===== src/verilog/ctn_defs.vh =====
// Constants for the chiller telemetry node
`ifndef CTN_DEFS_VH
`define CTN_DEFS_VH
// Register byte offsets
`define CTN_OFS_RUN 8'h00
`define CTN_OFS_OPCFG 8'h04
`define CTN_OFS_ALM_HI 8'h08
`define CTN_OFS_ALM_LO 8'h0c
`define CTN_OFS_NODECFG 8'h10
`define CTN_OFS_HEARTBEAT 8'h14
`define CTN_OFS_TEMP_RPT 8'h18
`define CTN_OFS_STAT_RPT 8'h1c
`define CTN_OFS_IRQ_STAT 8'h20
`define CTN_OFS_IRQ_MASK 8'h24
`define CTN_OFS_SAMPLE 8'h28
// Field positions
`define CTN_OPCFG_SEL_BIT 16
`define CTN_TEMP_PROBE_BIT 16
`define CTN_IRQ_TEMP_BIT 0
`define CTN_IRQ_STAT_BIT 1
`define CTN_ST_HOST_FAIL 0
`define CTN_ST_HIGH_TEMP 1
`define CTN_ST_LOCAL 2
`define CTN_ST_LVL_WARN 3
`define CTN_ST_LVL_FAIL 4
`define CTN_ST_FLOW_FAIL 5
// Run command codes
`define CTN_RUN_STATE_OFF 8'h00
`define CTN_RUN_STATE_LOW 8'h01
`define CTN_RUN_STATE_ON 8'h04
// Temperature codes: 16-bit two's complement, 16'h8000 = -100 degC, 100 degC/32768 per lsb
`define CTN_SETPOINT_RST 16'h2000
`define CTN_DEADBAND 17'h00147
`define CTN_REFRESH_PERIODS 4'ha
`define CTN_MINPER_RST 16'h0000
// Timing
`define CTN_CLK_KHZ 20000
`define CTN_SAMPLE_MS 1000
`define CTN_PERIOD_UNIT_MS 1
`endif


===== src/verilog/ctn_node.v =====
// Chiller telemetry node with APB register access
//
// Our own choices: the register offsets and the APB slave port.
`timescale 1ns/1ps
`include "ctn_defs.vh"
module ctn_node #(
   parameter SAMPLE_CYCLES = `CTN_SAMPLE_MS * `CTN_CLK_KHZ,
   parameter UNIT_CYCLES = `CTN_PERIOD_UNIT_MS * `CTN_CLK_KHZ,
   parameter CNT_W = 25
) (
   // Clock and reset
   input wire I_CLK_SYS,
   input wire I_RST_N,
   // APB slave
   input wire I_PSEL,
   input wire I_PENABLE,
   input wire I_PWRITE,
   input wire [7:0] I_PADDR,
   input wire [31:0] I_PWDATA,
   output reg [31:0] O_PRDATA,
   output reg O_PREADY,
   output reg O_PSLVERR,
   // Process temperature converter
   output reg O_ADC_START,
   input wire I_ADC_DONE,
   input wire [15:0] I_ADC_DATA,
   // Setpoint converter and selection
   output reg [15:0] O_DAC_DATA,
   output reg O_SP_ANALOG_SEL,
   // Probe relay, run relay
   input wire I_REMOTE_SW,
   output reg O_PROBE_REMOTE,
   output reg O_RUN,
   // Status panel and node address straps
   input wire [5:0] I_STATUS,
   input wire [7:0] I_NODE_ADDR,
   // Interrupt
   output reg O_IRQ
);

   localparam ST_IDLE = 2'b01;
   localparam ST_CONV = 2'b10;

   // Two-stage synchronisers for every pin input except the APB bus, which is used directly
   reg [31:0] sy1;
   reg [31:0] sy2;
   wire s_done;
   wire s_sw;
   wire [5:0] s_status;
   wire [15:0] s_adc;
   wire [7:0] s_addr;
   reg done_d;
   wire done_rise;

   // Control and status state
   reg [1:0] state;
   reg [CNT_W-1:0] smp_cnt;
   reg [CNT_W-1:0] unit_cnt;
   reg [15:0] per_units;
   reg [3:0] nper;
   reg [15:0] alm_hi;
   reg [15:0] alm_lo;
   reg [15:0] min_per;
   reg sel_pend;
   reg sel_pend_v;
   reg [16:0] temp_rpt;
   reg [15:0] sample;
   reg [5:0] stat_rpt;
   reg [5:0] st_poll;
   reg local_err;
   wire [1:0] irq_st;
   wire [1:0] irq_evt;
   reg [1:0] irq_mask;

   // Bus decode
   wire setup;
   wire wr_en;
   wire local_mode;
   wire is_ctrl_cmd;
   reg [31:0] rd_data;
   reg rd_err;

   // Report decision
   reg [16:0] diff;
   reg [16:0] adiff;
   reg temp_send;
   reg stat_send;
   reg status_chg;
   wire smp_tick;
   wire unit_tick;
   wire period_done;

   function [5:0] err_code;
      input [5:0] st;
      input lerr;
      begin
         err_code = {lerr, st[`CTN_ST_FLOW_FAIL], st[`CTN_ST_LVL_FAIL],
            st[`CTN_ST_LVL_WARN], st[`CTN_ST_HIGH_TEMP], st[`CTN_ST_HOST_FAIL]};
      end
   endfunction

   assign s_done = sy2[31];
   assign s_sw = sy2[30];
   assign s_status = sy2[29:24];
   assign s_adc = sy2[23:8];
   assign s_addr = sy2[7:0];
   assign done_rise = s_done & ~done_d;

   always @(posedge I_CLK_SYS or negedge I_RST_N) begin
      if (!I_RST_N) begin
         sy1 <= 32'h00000000;
         sy2 <= 32'h00000000;
         done_d <= 1'b0;
      end else begin
         sy1 <= {I_ADC_DONE, I_REMOTE_SW, I_STATUS, I_ADC_DATA, I_NODE_ADDR};
         sy2 <= sy1;
         done_d <= s_done;
      end
   end

   assign setup = I_PSEL & ~I_PENABLE;
   assign wr_en = I_PSEL & I_PENABLE & I_PWRITE & O_PREADY;
   assign local_mode = s_status[`CTN_ST_LOCAL];
   assign is_ctrl_cmd = (I_PADDR == `CTN_OFS_RUN) || (I_PADDR == `CTN_OFS_OPCFG) ||
      (I_PADDR == `CTN_OFS_ALM_HI) || (I_PADDR == `CTN_OFS_ALM_LO);

   always @* begin
      rd_data = 32'h00000000;
      rd_err = 1'b0;
      case (I_PADDR)
         `CTN_OFS_RUN: rd_data = {31'h00000000, O_RUN};
         `CTN_OFS_OPCFG: rd_data = {15'h0000, O_SP_ANALOG_SEL, O_DAC_DATA};
         `CTN_OFS_ALM_HI: rd_data = {16'h0000, alm_hi};
         `CTN_OFS_ALM_LO: rd_data = {16'h0000, alm_lo};
         `CTN_OFS_NODECFG: rd_data = {16'h0000, min_per};
         `CTN_OFS_HEARTBEAT: rd_data = {24'h000000, s_addr};
         `CTN_OFS_TEMP_RPT: rd_data = {15'h0000, temp_rpt};
         `CTN_OFS_STAT_RPT: rd_data = {26'h0000000, stat_rpt};
         `CTN_OFS_IRQ_STAT: rd_data = {30'h00000000, irq_st};
         `CTN_OFS_IRQ_MASK: rd_data = {30'h00000000, irq_mask};
         `CTN_OFS_SAMPLE: rd_data = {16'h0000, sample};
         default: rd_err = 1'b1;
      endcase
   end

   // No wait state: the answer is prepared in the setup cycle
   always @(posedge I_CLK_SYS or negedge I_RST_N) begin
      if (!I_RST_N) begin
         O_PREADY <= 1'b0;
         O_PRDATA <= 32'h00000000;
         O_PSLVERR <= 1'b0;
      end else begin
         O_PREADY <= setup;
         O_PRDATA <= (setup & ~I_PWRITE) ? rd_data : 32'h00000000;
         O_PSLVERR <= setup & rd_err;
      end
   end

   assign smp_tick = (smp_cnt == SAMPLE_CYCLES - 1);
   assign unit_tick = (unit_cnt == UNIT_CYCLES - 1);
   assign period_done = (per_units >= min_per) && (nper != `CTN_REFRESH_PERIODS);

   always @* begin
      diff = {s_adc[15], s_adc} - {temp_rpt[15], temp_rpt[15:0]};
      adiff = diff[16] ? (17'h00000 - diff) : diff;
      // Forced refresh at limit
      // Refresh waits for the next sample: with periods shorter than a sample
      // it lands at the first sample after the limit, never between samples
      // Gate on one full period
      temp_send = (state == ST_CONV) && done_rise && (nper != 4'h0) &&
         ((adiff > `CTN_DEADBAND) || (nper == `CTN_REFRESH_PERIODS));
      status_chg = smp_tick && (state == ST_IDLE) && (s_status != st_poll);
      stat_send = status_chg ||
         (wr_en && (I_PADDR == `CTN_OFS_HEARTBEAT) && (I_PWDATA[7:0] == s_addr)) ||
         (wr_en && is_ctrl_cmd && local_mode);
   end

   // Sampling sequencer and report timing
   always @(posedge I_CLK_SYS or negedge I_RST_N) begin
      if (!I_RST_N) begin
         state <= ST_IDLE;
         smp_cnt <= {CNT_W{1'b0}};
         unit_cnt <= {CNT_W{1'b0}};
         per_units <= 16'h0000;
         nper <= `CTN_REFRESH_PERIODS;
         O_ADC_START <= 1'b0;
         sample <= 16'h0000;
         temp_rpt <= 17'h00000;
         st_poll <= 6'h00;
      end else begin
         O_ADC_START <= 1'b0;
         smp_cnt <= smp_tick ? {CNT_W{1'b0}} : smp_cnt + 1'b1;
         unit_cnt <= unit_tick ? {CNT_W{1'b0}} : unit_cnt + 1'b1;
         if (period_done) begin
            per_units <= 16'h0000;
            nper <= nper + 4'h1;
         end else if (unit_tick && per_units != 16'hffff) begin
            per_units <= per_units + 16'h0001;
         end
         case (state)
            ST_IDLE: begin
               if (smp_tick) begin
                  st_poll <= s_status;
                  O_ADC_START <= 1'b1;
                  state <= ST_CONV;
               end
            end
            ST_CONV: begin
               if (done_rise) begin
                  sample <= s_adc;
                  state <= ST_IDLE;
               end
            end
            default: state <= ST_IDLE;
         endcase
         if (temp_send) begin
            temp_rpt <= {s_sw, s_adc};
            nper <= 4'h0;
            per_units <= 16'h0000;
            unit_cnt <= {CNT_W{1'b0}};
         end
      end
   end

   // Host commands and chiller outputs
   always @(posedge I_CLK_SYS or negedge I_RST_N) begin
      if (!I_RST_N) begin
         O_DAC_DATA <= `CTN_SETPOINT_RST;
         O_SP_ANALOG_SEL <= 1'b0;
         sel_pend <= 1'b0;
         sel_pend_v <= 1'b0;
         O_RUN <= 1'b0;
         O_PROBE_REMOTE <= 1'b0;
         alm_hi <= 16'h0000;
         alm_lo <= 16'h0000;
         min_per <= `CTN_MINPER_RST;
         local_err <= 1'b0;
         stat_rpt <= 6'h00;
         irq_mask <= 2'b00;
      end else begin
         O_PROBE_REMOTE <= s_sw;
         sel_pend_v <= 1'b0;
         if (sel_pend_v) begin
            O_SP_ANALOG_SEL <= sel_pend;
         end
         // Local error holds until the chiller leaves local mode
         if (status_chg && !s_status[`CTN_ST_LOCAL]) begin
            local_err <= 1'b0;
         end
         if (wr_en) begin
            if (is_ctrl_cmd && local_mode) begin
               local_err <= 1'b1;
            end else begin
               case (I_PADDR)
                  `CTN_OFS_RUN: begin
                     if (I_PWDATA[7:0] == `CTN_RUN_STATE_OFF) begin
                        O_RUN <= 1'b0;
                     end else if (I_PWDATA[7:0] >= `CTN_RUN_STATE_LOW &&
                        I_PWDATA[7:0] <= `CTN_RUN_STATE_ON) begin
                        O_RUN <= 1'b1;
                     end
                  end
                  `CTN_OFS_OPCFG: begin
                     O_DAC_DATA <= I_PWDATA[15:0];
                     sel_pend <= I_PWDATA[`CTN_OPCFG_SEL_BIT];
                     sel_pend_v <= 1'b1;
                  end
                  `CTN_OFS_ALM_HI: alm_hi <= I_PWDATA[15:0];
                  `CTN_OFS_ALM_LO: alm_lo <= I_PWDATA[15:0];
                  `CTN_OFS_NODECFG: min_per <= I_PWDATA[15:0];
                  `CTN_OFS_IRQ_MASK: irq_mask <= I_PWDATA[1:0];
                  default: irq_mask <= irq_mask;
               endcase
            end
         end
         if (stat_send) begin
            stat_rpt <= err_code(status_chg ? s_status : st_poll,
               local_err | (wr_en && is_ctrl_cmd && local_mode));
         end
      end
   end

   // Event sources, one per sticky bit
   assign irq_evt[`CTN_IRQ_TEMP_BIT] = temp_send;
   assign irq_evt[`CTN_IRQ_STAT_BIT] = stat_send;

   // Write-one-clear of one event bit, shared by every sticky bit
   function clr_hit;
      input wr;
      input [7:0] addr;
      input [31:0] data;
      input integer idx;
      begin
         clr_hit = wr && (addr == `CTN_OFS_IRQ_STAT) && data[idx];
      end
   endfunction

   genvar gi;
   generate
      for (gi = 0; gi < 2; gi = gi + 1) begin : g_irq
         reg bit_q;
         assign irq_st[gi] = bit_q;
         // Sticky event; a new event wins over a clear in the same cycle
         always @(posedge I_CLK_SYS or negedge I_RST_N) begin
            if (!I_RST_N) begin
               bit_q <= 1'b0;
            end else if (irq_evt[gi]) begin
               bit_q <= 1'b1;
            end else if (clr_hit(wr_en, I_PADDR, I_PWDATA, gi)) begin
               bit_q <= 1'b0;
            end
         end
      end
   endgenerate

   // Level interrupt, one cycle behind the sticky bits
   always @(posedge I_CLK_SYS or negedge I_RST_N) begin
      if (!I_RST_N) begin
         O_IRQ <= 1'b0;
      end else begin
         O_IRQ <= |(irq_st & irq_mask);
      end
   end

endmodule // ctn_node


===== config.mk =====
export PLATFORM = sky130hd
export DESIGN_NAME = ctn_node
export DESIGN_NICKNAME = d
export VERILOG_FILES = /design/src/verilog/ctn_node.v
export VERILOG_INCLUDE_DIRS = /design/src /design/src/verilog
export SDC_FILE = /design/constraint.sdc
export NUM_CORES = 1
export LEC_CHECK = 0
export BUFFER_PORTS_ARGS = -buffer_cell sky130_fd_sc_hd__buf_2
export CAP_MARGIN = 10
export CORE_MARGIN = 3
export CORE_UTILIZATION = 50
export CTS_CLUSTER_DIAMETER = 120
export CTS_CLUSTER_SIZE = 8
export DETAILED_ROUTE_END_ITERATION = 10
export HOLD_SLACK_MARGIN = 0.06
export PLACE_DENSITY = 0.68
export SYNTH_ARGS = -nofsm -noshare
export SYNTH_HDL_FRONTEND = slang
export SYNTH_SLANG_ARGS = --single-unit
export TNS_END_PERCENT = 50

===== constraint.sdc =====
create_clock -name I_CLK_SYS -period 4 [get_ports I_CLK_SYS]
set_input_delay 0.4 -clock I_CLK_SYS [delete_from_list [all_inputs] [get_ports I_CLK_SYS]]
set_output_delay 0.4 -clock I_CLK_SYS [all_outputs]
set_load 0.03 [all_outputs]

# [Yosys cells after proc, flatten, opt, wreduce, memory -nomap -nowiden]
# Cells that the tools add are included.
# Widths: inputs -> output; s select.
[word_totals] register_bits=292 in_bits=77 out_inout_bits=55 elab_cells=147
[op_classes] addsub=6 magnitude_cmp=4 eq_ne=21 muxes=30 bitwise=13 n_reduce_logical=43
[ops] cell="$pmux 17 s11" n=1
[ops] cell="$mux 25" n=3
[ops] cell="$add 25x1->25 const B" n=2
[ops] cell="$mux 16" n=3
[ops] cell="$eq 8x5->1 const B" n=4
[ops] cell="$mux 32" n=1
[ops] cell="$eq 25x15->1 const B" n=1
[ops] cell="$eq 25x25->1 const B" n=1
[ops] cell="$eq 8x6->1 const B" n=3
[ops] cell="$gt 17x9->1 const B" n=1
[ops] cell="$logic_and 1x1->1" n=17
[ops] cell="$mux 17" n=1
[ops] cell="$sub 1x17->17 const A" n=1
[ops] cell="$sub 16x16->17" n=1
[ops] cell="$add 16x1->16 const B" n=1
[ops] cell="$eq 8x4->1 const B" n=2
[ops] cell="$ge 16x16->1" n=1
[ops] cell="$logic_not 8->1" n=2
[ops] cell="$ne 16x16->1 const B" n=1
[ops] cell="$mux 1" n=15
[ops] cell="$reduce_and 3->1" n=5
[ops] cell="$reduce_or 11->1" n=1
[ops] cell="$eq 8x3->1 const B" n=1
[ops] cell="$eq 8x8->1" n=1
[ops] cell="25 further kinds" n=47

# [Depth between registers and ports, before layout]
[logic_depth] ltp_word=8 depth_mapped=15 mapped_depth_nobuf=14

# [Worst setup path after synthesis]
# OpenSTA, ideal clock, no wires.
[synth_timing] path_type="reg-to-reg" from="reg sy2[8]" to="reg temp_rpt[13]" setup_time_ns=0.125 arrival_ns=3.933 required_ns=3.875 slack_ns=-0.058 stages_incl_launch_ff=16 n_path_buf=1 synth_period_minus_slack_ns=4.058 path_cell_list="dfrtp_1 inv_1 ha_1 fa_1 nand2b_1 a211oi_2 o21ai_1 a2111oi_2 and3_1 or4b_4 o31ai_2 a22oi_1 nor4_2 a31oi_2 buf_4 mux2_4"
[synth_between] elab_chain_len=6
[synth_rtl] element="start: declaration" line_no="ctn_node.v:46" text="reg [31:0] sy2;"
[synth_rtl] element="start signal: assignment" line_no="ctn_node.v:116" text="sy2 <= sy1;"
[synth_rtl] element="$sub 16x16->17 (*)" line_no="ctn_node.v:164" text="diff = {s_adc[15], s_adc} - {temp_rpt[15], temp_rpt[15:0]};"
[synth_rtl] element="$sub 1x17->17" line_no="ctn_node.v:165" text="adiff = diff[16] ? (17'h00000 - diff) : diff;"
[synth_rtl] element="$mux 17 (*)" line_no="ctn_node.v:165"
[synth_rtl] element="$gt 17x9->1 (no line) (*)"
[synth_rtl] element="$logic_or 1x1->1 (*)" line_no="ctn_node.v:171" text="((adiff > `CTN_DEADBAND) || (nper == `CTN_REFRESH_PERIODS));"
[synth_rtl] element="$logic_and 1x1->1 (*)" line_no="ctn_node.v:170" text="temp_send = (state == ST_CONV) && done_rise && (nper != 4'h0) &&"
[synth_rtl] element="end signal: assignment" line_no="ctn_node.v:217" text="temp_rpt <= {s_sw, s_adc};"
[synth_rtl] element="end: declaration" line_no="ctn_node.v:66" text="reg [16:0] temp_rpt;"
# Mark *: on every way between the ends. The rest lies on a longest branch, timed or not.
# A chain may end at the register's enable or synchronous reset.

# [Worst setup path in the final report]
[layout_timing] from="reg temp_rpt[0]" to="reg temp_rpt[4]"
[layout_between] elab_chain_len=6
[layout_rtl] element="$sub 16x16->17 (*)" line_no="ctn_node.v:164"
[layout_rtl] element="$sub 1x17->17" line_no="ctn_node.v:165"
[layout_rtl] element="$mux 17 (*)" line_no="ctn_node.v:165"
[layout_rtl] element="$gt 17x9->1 (no line) (*)"
[layout_rtl] element="$logic_or 1x1->1 (*)" line_no="ctn_node.v:171"
[layout_rtl] element="$logic_and 1x1->1 (*)" line_no="ctn_node.v:170"
# Marks and branches as above.

==> flow_summary.yaml <==
critical_path:
  crit_slowest_cell: "dfrtp_1"
  crit_chain: "ha_2 -> fa_2 -> nand2b_4 -> a211oi_4 -> o21ai_2 -> buf_6 -> a2111oi_4 -> nand4_1 -> or3_4 -> buf_4 -> a31o_2 -> a21oi_1 -> a31o_2 -> a31oi_4 -> buf_4 -> buf_12 -> mux2_4"
  critPathArrivalTime_ns: 4.48
  cp_max_fo: 9
  criticalPathCategory: "flip-flop to flip-flop"
  crit_required_ns: 4.40
  start_kind: "flip-flop"
  slowest_delay_ns: 0.39
  crit_path_end_kind: "flip-flop"
pwr:
  ir_drop_mv: 0.368
  pwr-share-clk_pct: 48.3
  p_seq_share_pct: 45.5
  swShare_pct: 23.2
  p_int_uw: 4850
  power.switching_uw: 1470
  power.density_nw_per_um2: 391
  pwr-share-comb_pct: 6.2
  power_leakage_uw: 0.00748
status:
  outcome: "finished with violations"
  violations: "setup timing"
yosys:
  seq_area_frac_synth_pct: 53.1
  syn-mean-instance-area_um2: 11.1
  synth_seq_cells: 277
  async_flop_share_pct: 100
  yosys_warnings: 0
  syn_area_um2: 13100
  netlist.area_leader.share_pct: 52.3
  synth.distinct_cells: 75
  synth_edf_count: 0
  yosys.area.top_type: "dfrtp_1"
  synth_commonest_cells: "273 x dfrtp_1, 97 x nand2_1, 73 x mux2_2"
  post-synth-top-count-cell: "dfrtp_1"
  synthTopCellsByArea: "dfrtp_1 52%, mux2_2 6.3%, ha_1 3.7%, xor2_1 3.4%, nand2_1 2.8%"
  synthFlopType: "dfrtp_1"
  synthCells: 1179
route:
  dr.pass1.iters: 5
  drcViolationCount: 0
  vias: 9687
  drt_iter0_drc: 811
  routed_wl_mm: 31.3
  ant_nets: 0
  drt-vias-per-instance: 5.60
  drt-wirelength-per-cell_um: 18.1
layout:
  syn2layout_area_growth_pct: 23.6
  fin_util_pct: 63.4
  layout.nets: 1493
  antenna_cells: 0
  drive_gt1_share_pct: 25.6
floorplanning:
  fp.dieW_um: 168
  rows: 58
  dieArea_um2: 28100
  core_area_um2: 25500
  fp.dieH_um: 168
  start_util_pct: 51.3
  ios: 132
timing:
  finalCriticalPeriod_ns: 4.08
  setup_viol: 17
  hold_viol: 0
  max_freq_mhz: 245
  fin_skew_ns: 0.0183
  post-route-period-util_pct: 102
  tightest_slew_ns: 0.969
  maxSlewViolCount: 0
  fin_tns_setup_ns: -0.939
  fin_ws_ns: -0.0799
  rsz0062_at_grt: "true"
  slew_headroom_pct: 35.4
grt:
  grt_max_degree: 113
  grtUsageTotal_pct: 21.8
  grt_pass1_wl_mm: 50.5
  gr-total-overflow: 0
  antenna_found_initial: 0
  grt_pass1_vias: 9843
cts:
  h-tree-depth: 2
  clk_latency_ns: 0.52
  cts_root_buf: "clkbuf_16"
  clkTransAtPathRegs_ns: 0.05
  cts_tree: "built"
  clockBufferDepth: 3
  clock_sinks: 277
  numCtsBuffers: 40
placed_design:
  dp_hpwl_mm: 20.7
  finalWeightedCongestion: 0.883
  place_ws_ns: -0.218
  port_buffers: 101
min_path:
  hp-class: "input port to flip-flop"
flow_run:
  cap_violations: 0
## kinds of logic (layout without fill, tap and decap cells)
logic type	Yosys count	count (layout)	share of synthesized area, %
adder cells (fa/ha/maj)	40	40	3.89
other	1	15	0.0287
flip-flops	277	277	53.1
multiplexers	100	100	8.85
buffers and inverters	106	313	3.60
AO/OA/AOI/OAI	192	192	10.5
AND/OR/NAND/NOR	378	378	14.4
XOR/XNOR	85	85	5.69
## power by group through the flow
stage / logic [µW] / registers (µW) / clock network (µW)
final: 391 / 2880 / 3050
after global routing: 431 / 2880 / 3250
after CTS: 385 / 2870 / 3130
after detailed placement: 348 / 2920 / 0
after global placement: 343 / 2920 / 0
after floorplan: 186 / 2910 / 0
## cells in the final DEF (no fill, tap or decap), drive strengths merged, types with 5 or more instances in the layout
cell type	netlist	routed
a21o	10	10
a21oi	32	32
a221oi	5	5
a222oi	10	10
a22oi	35	35
a31oi	13	13
and2	7	7
and3	19	19
and4	5	5
buf	23	161
clkbuf	33	64
conb	1	15
dfrtp	273	273
dlygate4sd3	0	34
ha	39	39
inv	50	50
mux2	86	86
mux2i	14	14
nand2	97	97
nand2b	6	6
nand3	41	41
nand3b	5	5
nand4	19	19
nor2	69	69
nor2b	14	14
nor3	62	62
nor4	14	14
o211ai	5	5
o21ai	35	35
o31ai	6	6
or3	8	8
xnor2	34	34
xor2	51	51
## flip-flops by register name, indices dropped and copies added (netlist names), 2 cells and up
register     flops
sy1             32
sy2             32
smp_cnt         25
unit_cnt        25
O_PRDATA        17
temp_rpt        17
O_DAC_DATA      16
alm_hi          16
alm_lo          16
min_per         16
per_units       16
sample          16
st_poll          6
stat_rpt         6
nper             4
g_irq.bit_q      2
irq_mask         2
state            2
## layout make-up
type	instances	area [µm²]
flip-flops and latches	277	6940
repair buffers	197	1470
well taps	330	413
multi-input cells	810	6010
fillers	1996	9320
inverters	50	188
clock inverters	4	53.8
clock buffers	62	1080
## critical path, delay by kind of cell (launching register included)
| kind | cells | cell delay (ns) |
|---|---|---|
| muxes | 1 | 0.29 |
| adders and majority gates | 2 | 0.54 |
| buffers and inverters | 4 | 0.60 |
| and+or+nand+nor | 3 | 0.73 |
| AOI/OAI and AO/OA | 7 | 1.40 |
| DFF | 1 | 0.39 |
## through the flow
step                total power [µW]  cell area (µm²)  hold WS, ns  cells
floorplan                       3100            13100        0.104   1193
global placement                3260            14300        0.333   1620
detailed placement              3270            14300        0.335   1620
CTS                             6390            16000       0.0972   1726
global route                    6560            16200        0.110   1730
finish                          6320            16200        0.111   1730
## final timing paths
| path | startpoint | endpoint | slack, ns | depth (start not counted) |
|---|---|---|---|---|
| worst max-delay path | temp_rpt[0] | temp_rpt[4] | -0.08 | 17 |
| worst min-delay path | I_PWDATA[16] | sel_pend | 0.11 | 2 |
| worst max register to register | temp_rpt[0] | temp_rpt[4] | -0.08 | 17 |
| worst min register to register | sy1[29] | sy2[29] | 0.34 | 0 |
| max in group asynchronous | I_RST_N | nper[1] | 2.47 | 3 |
| min in group asynchronous | I_RST_N | sy1[8] | 0.54 | 2 |
## per-layer routing
layer / vias up / GRT usage [%] / wire length, µm
li1: 4591 / - / -
met1: 4828 / 29.2 / 13600
met2: 221 / 37.4 / 15800
met3: 47 / 3.28 / 1400
met4: 0 / 5.51 / 549
met5: - / 0 / 0
## repair_timing
item | 4_1_cts | 5_1_grt
endpoints found under the hold margin | 143 | 0
setup buffers | 5 | 0
setup endpoints to repair | 63 | 63
cloned | 1 | 4
pin swaps | 8 | 9
hold buffers | 34 | 0
gates resized for setup | 31 | 23
Power figures use the tool's default switching activity.
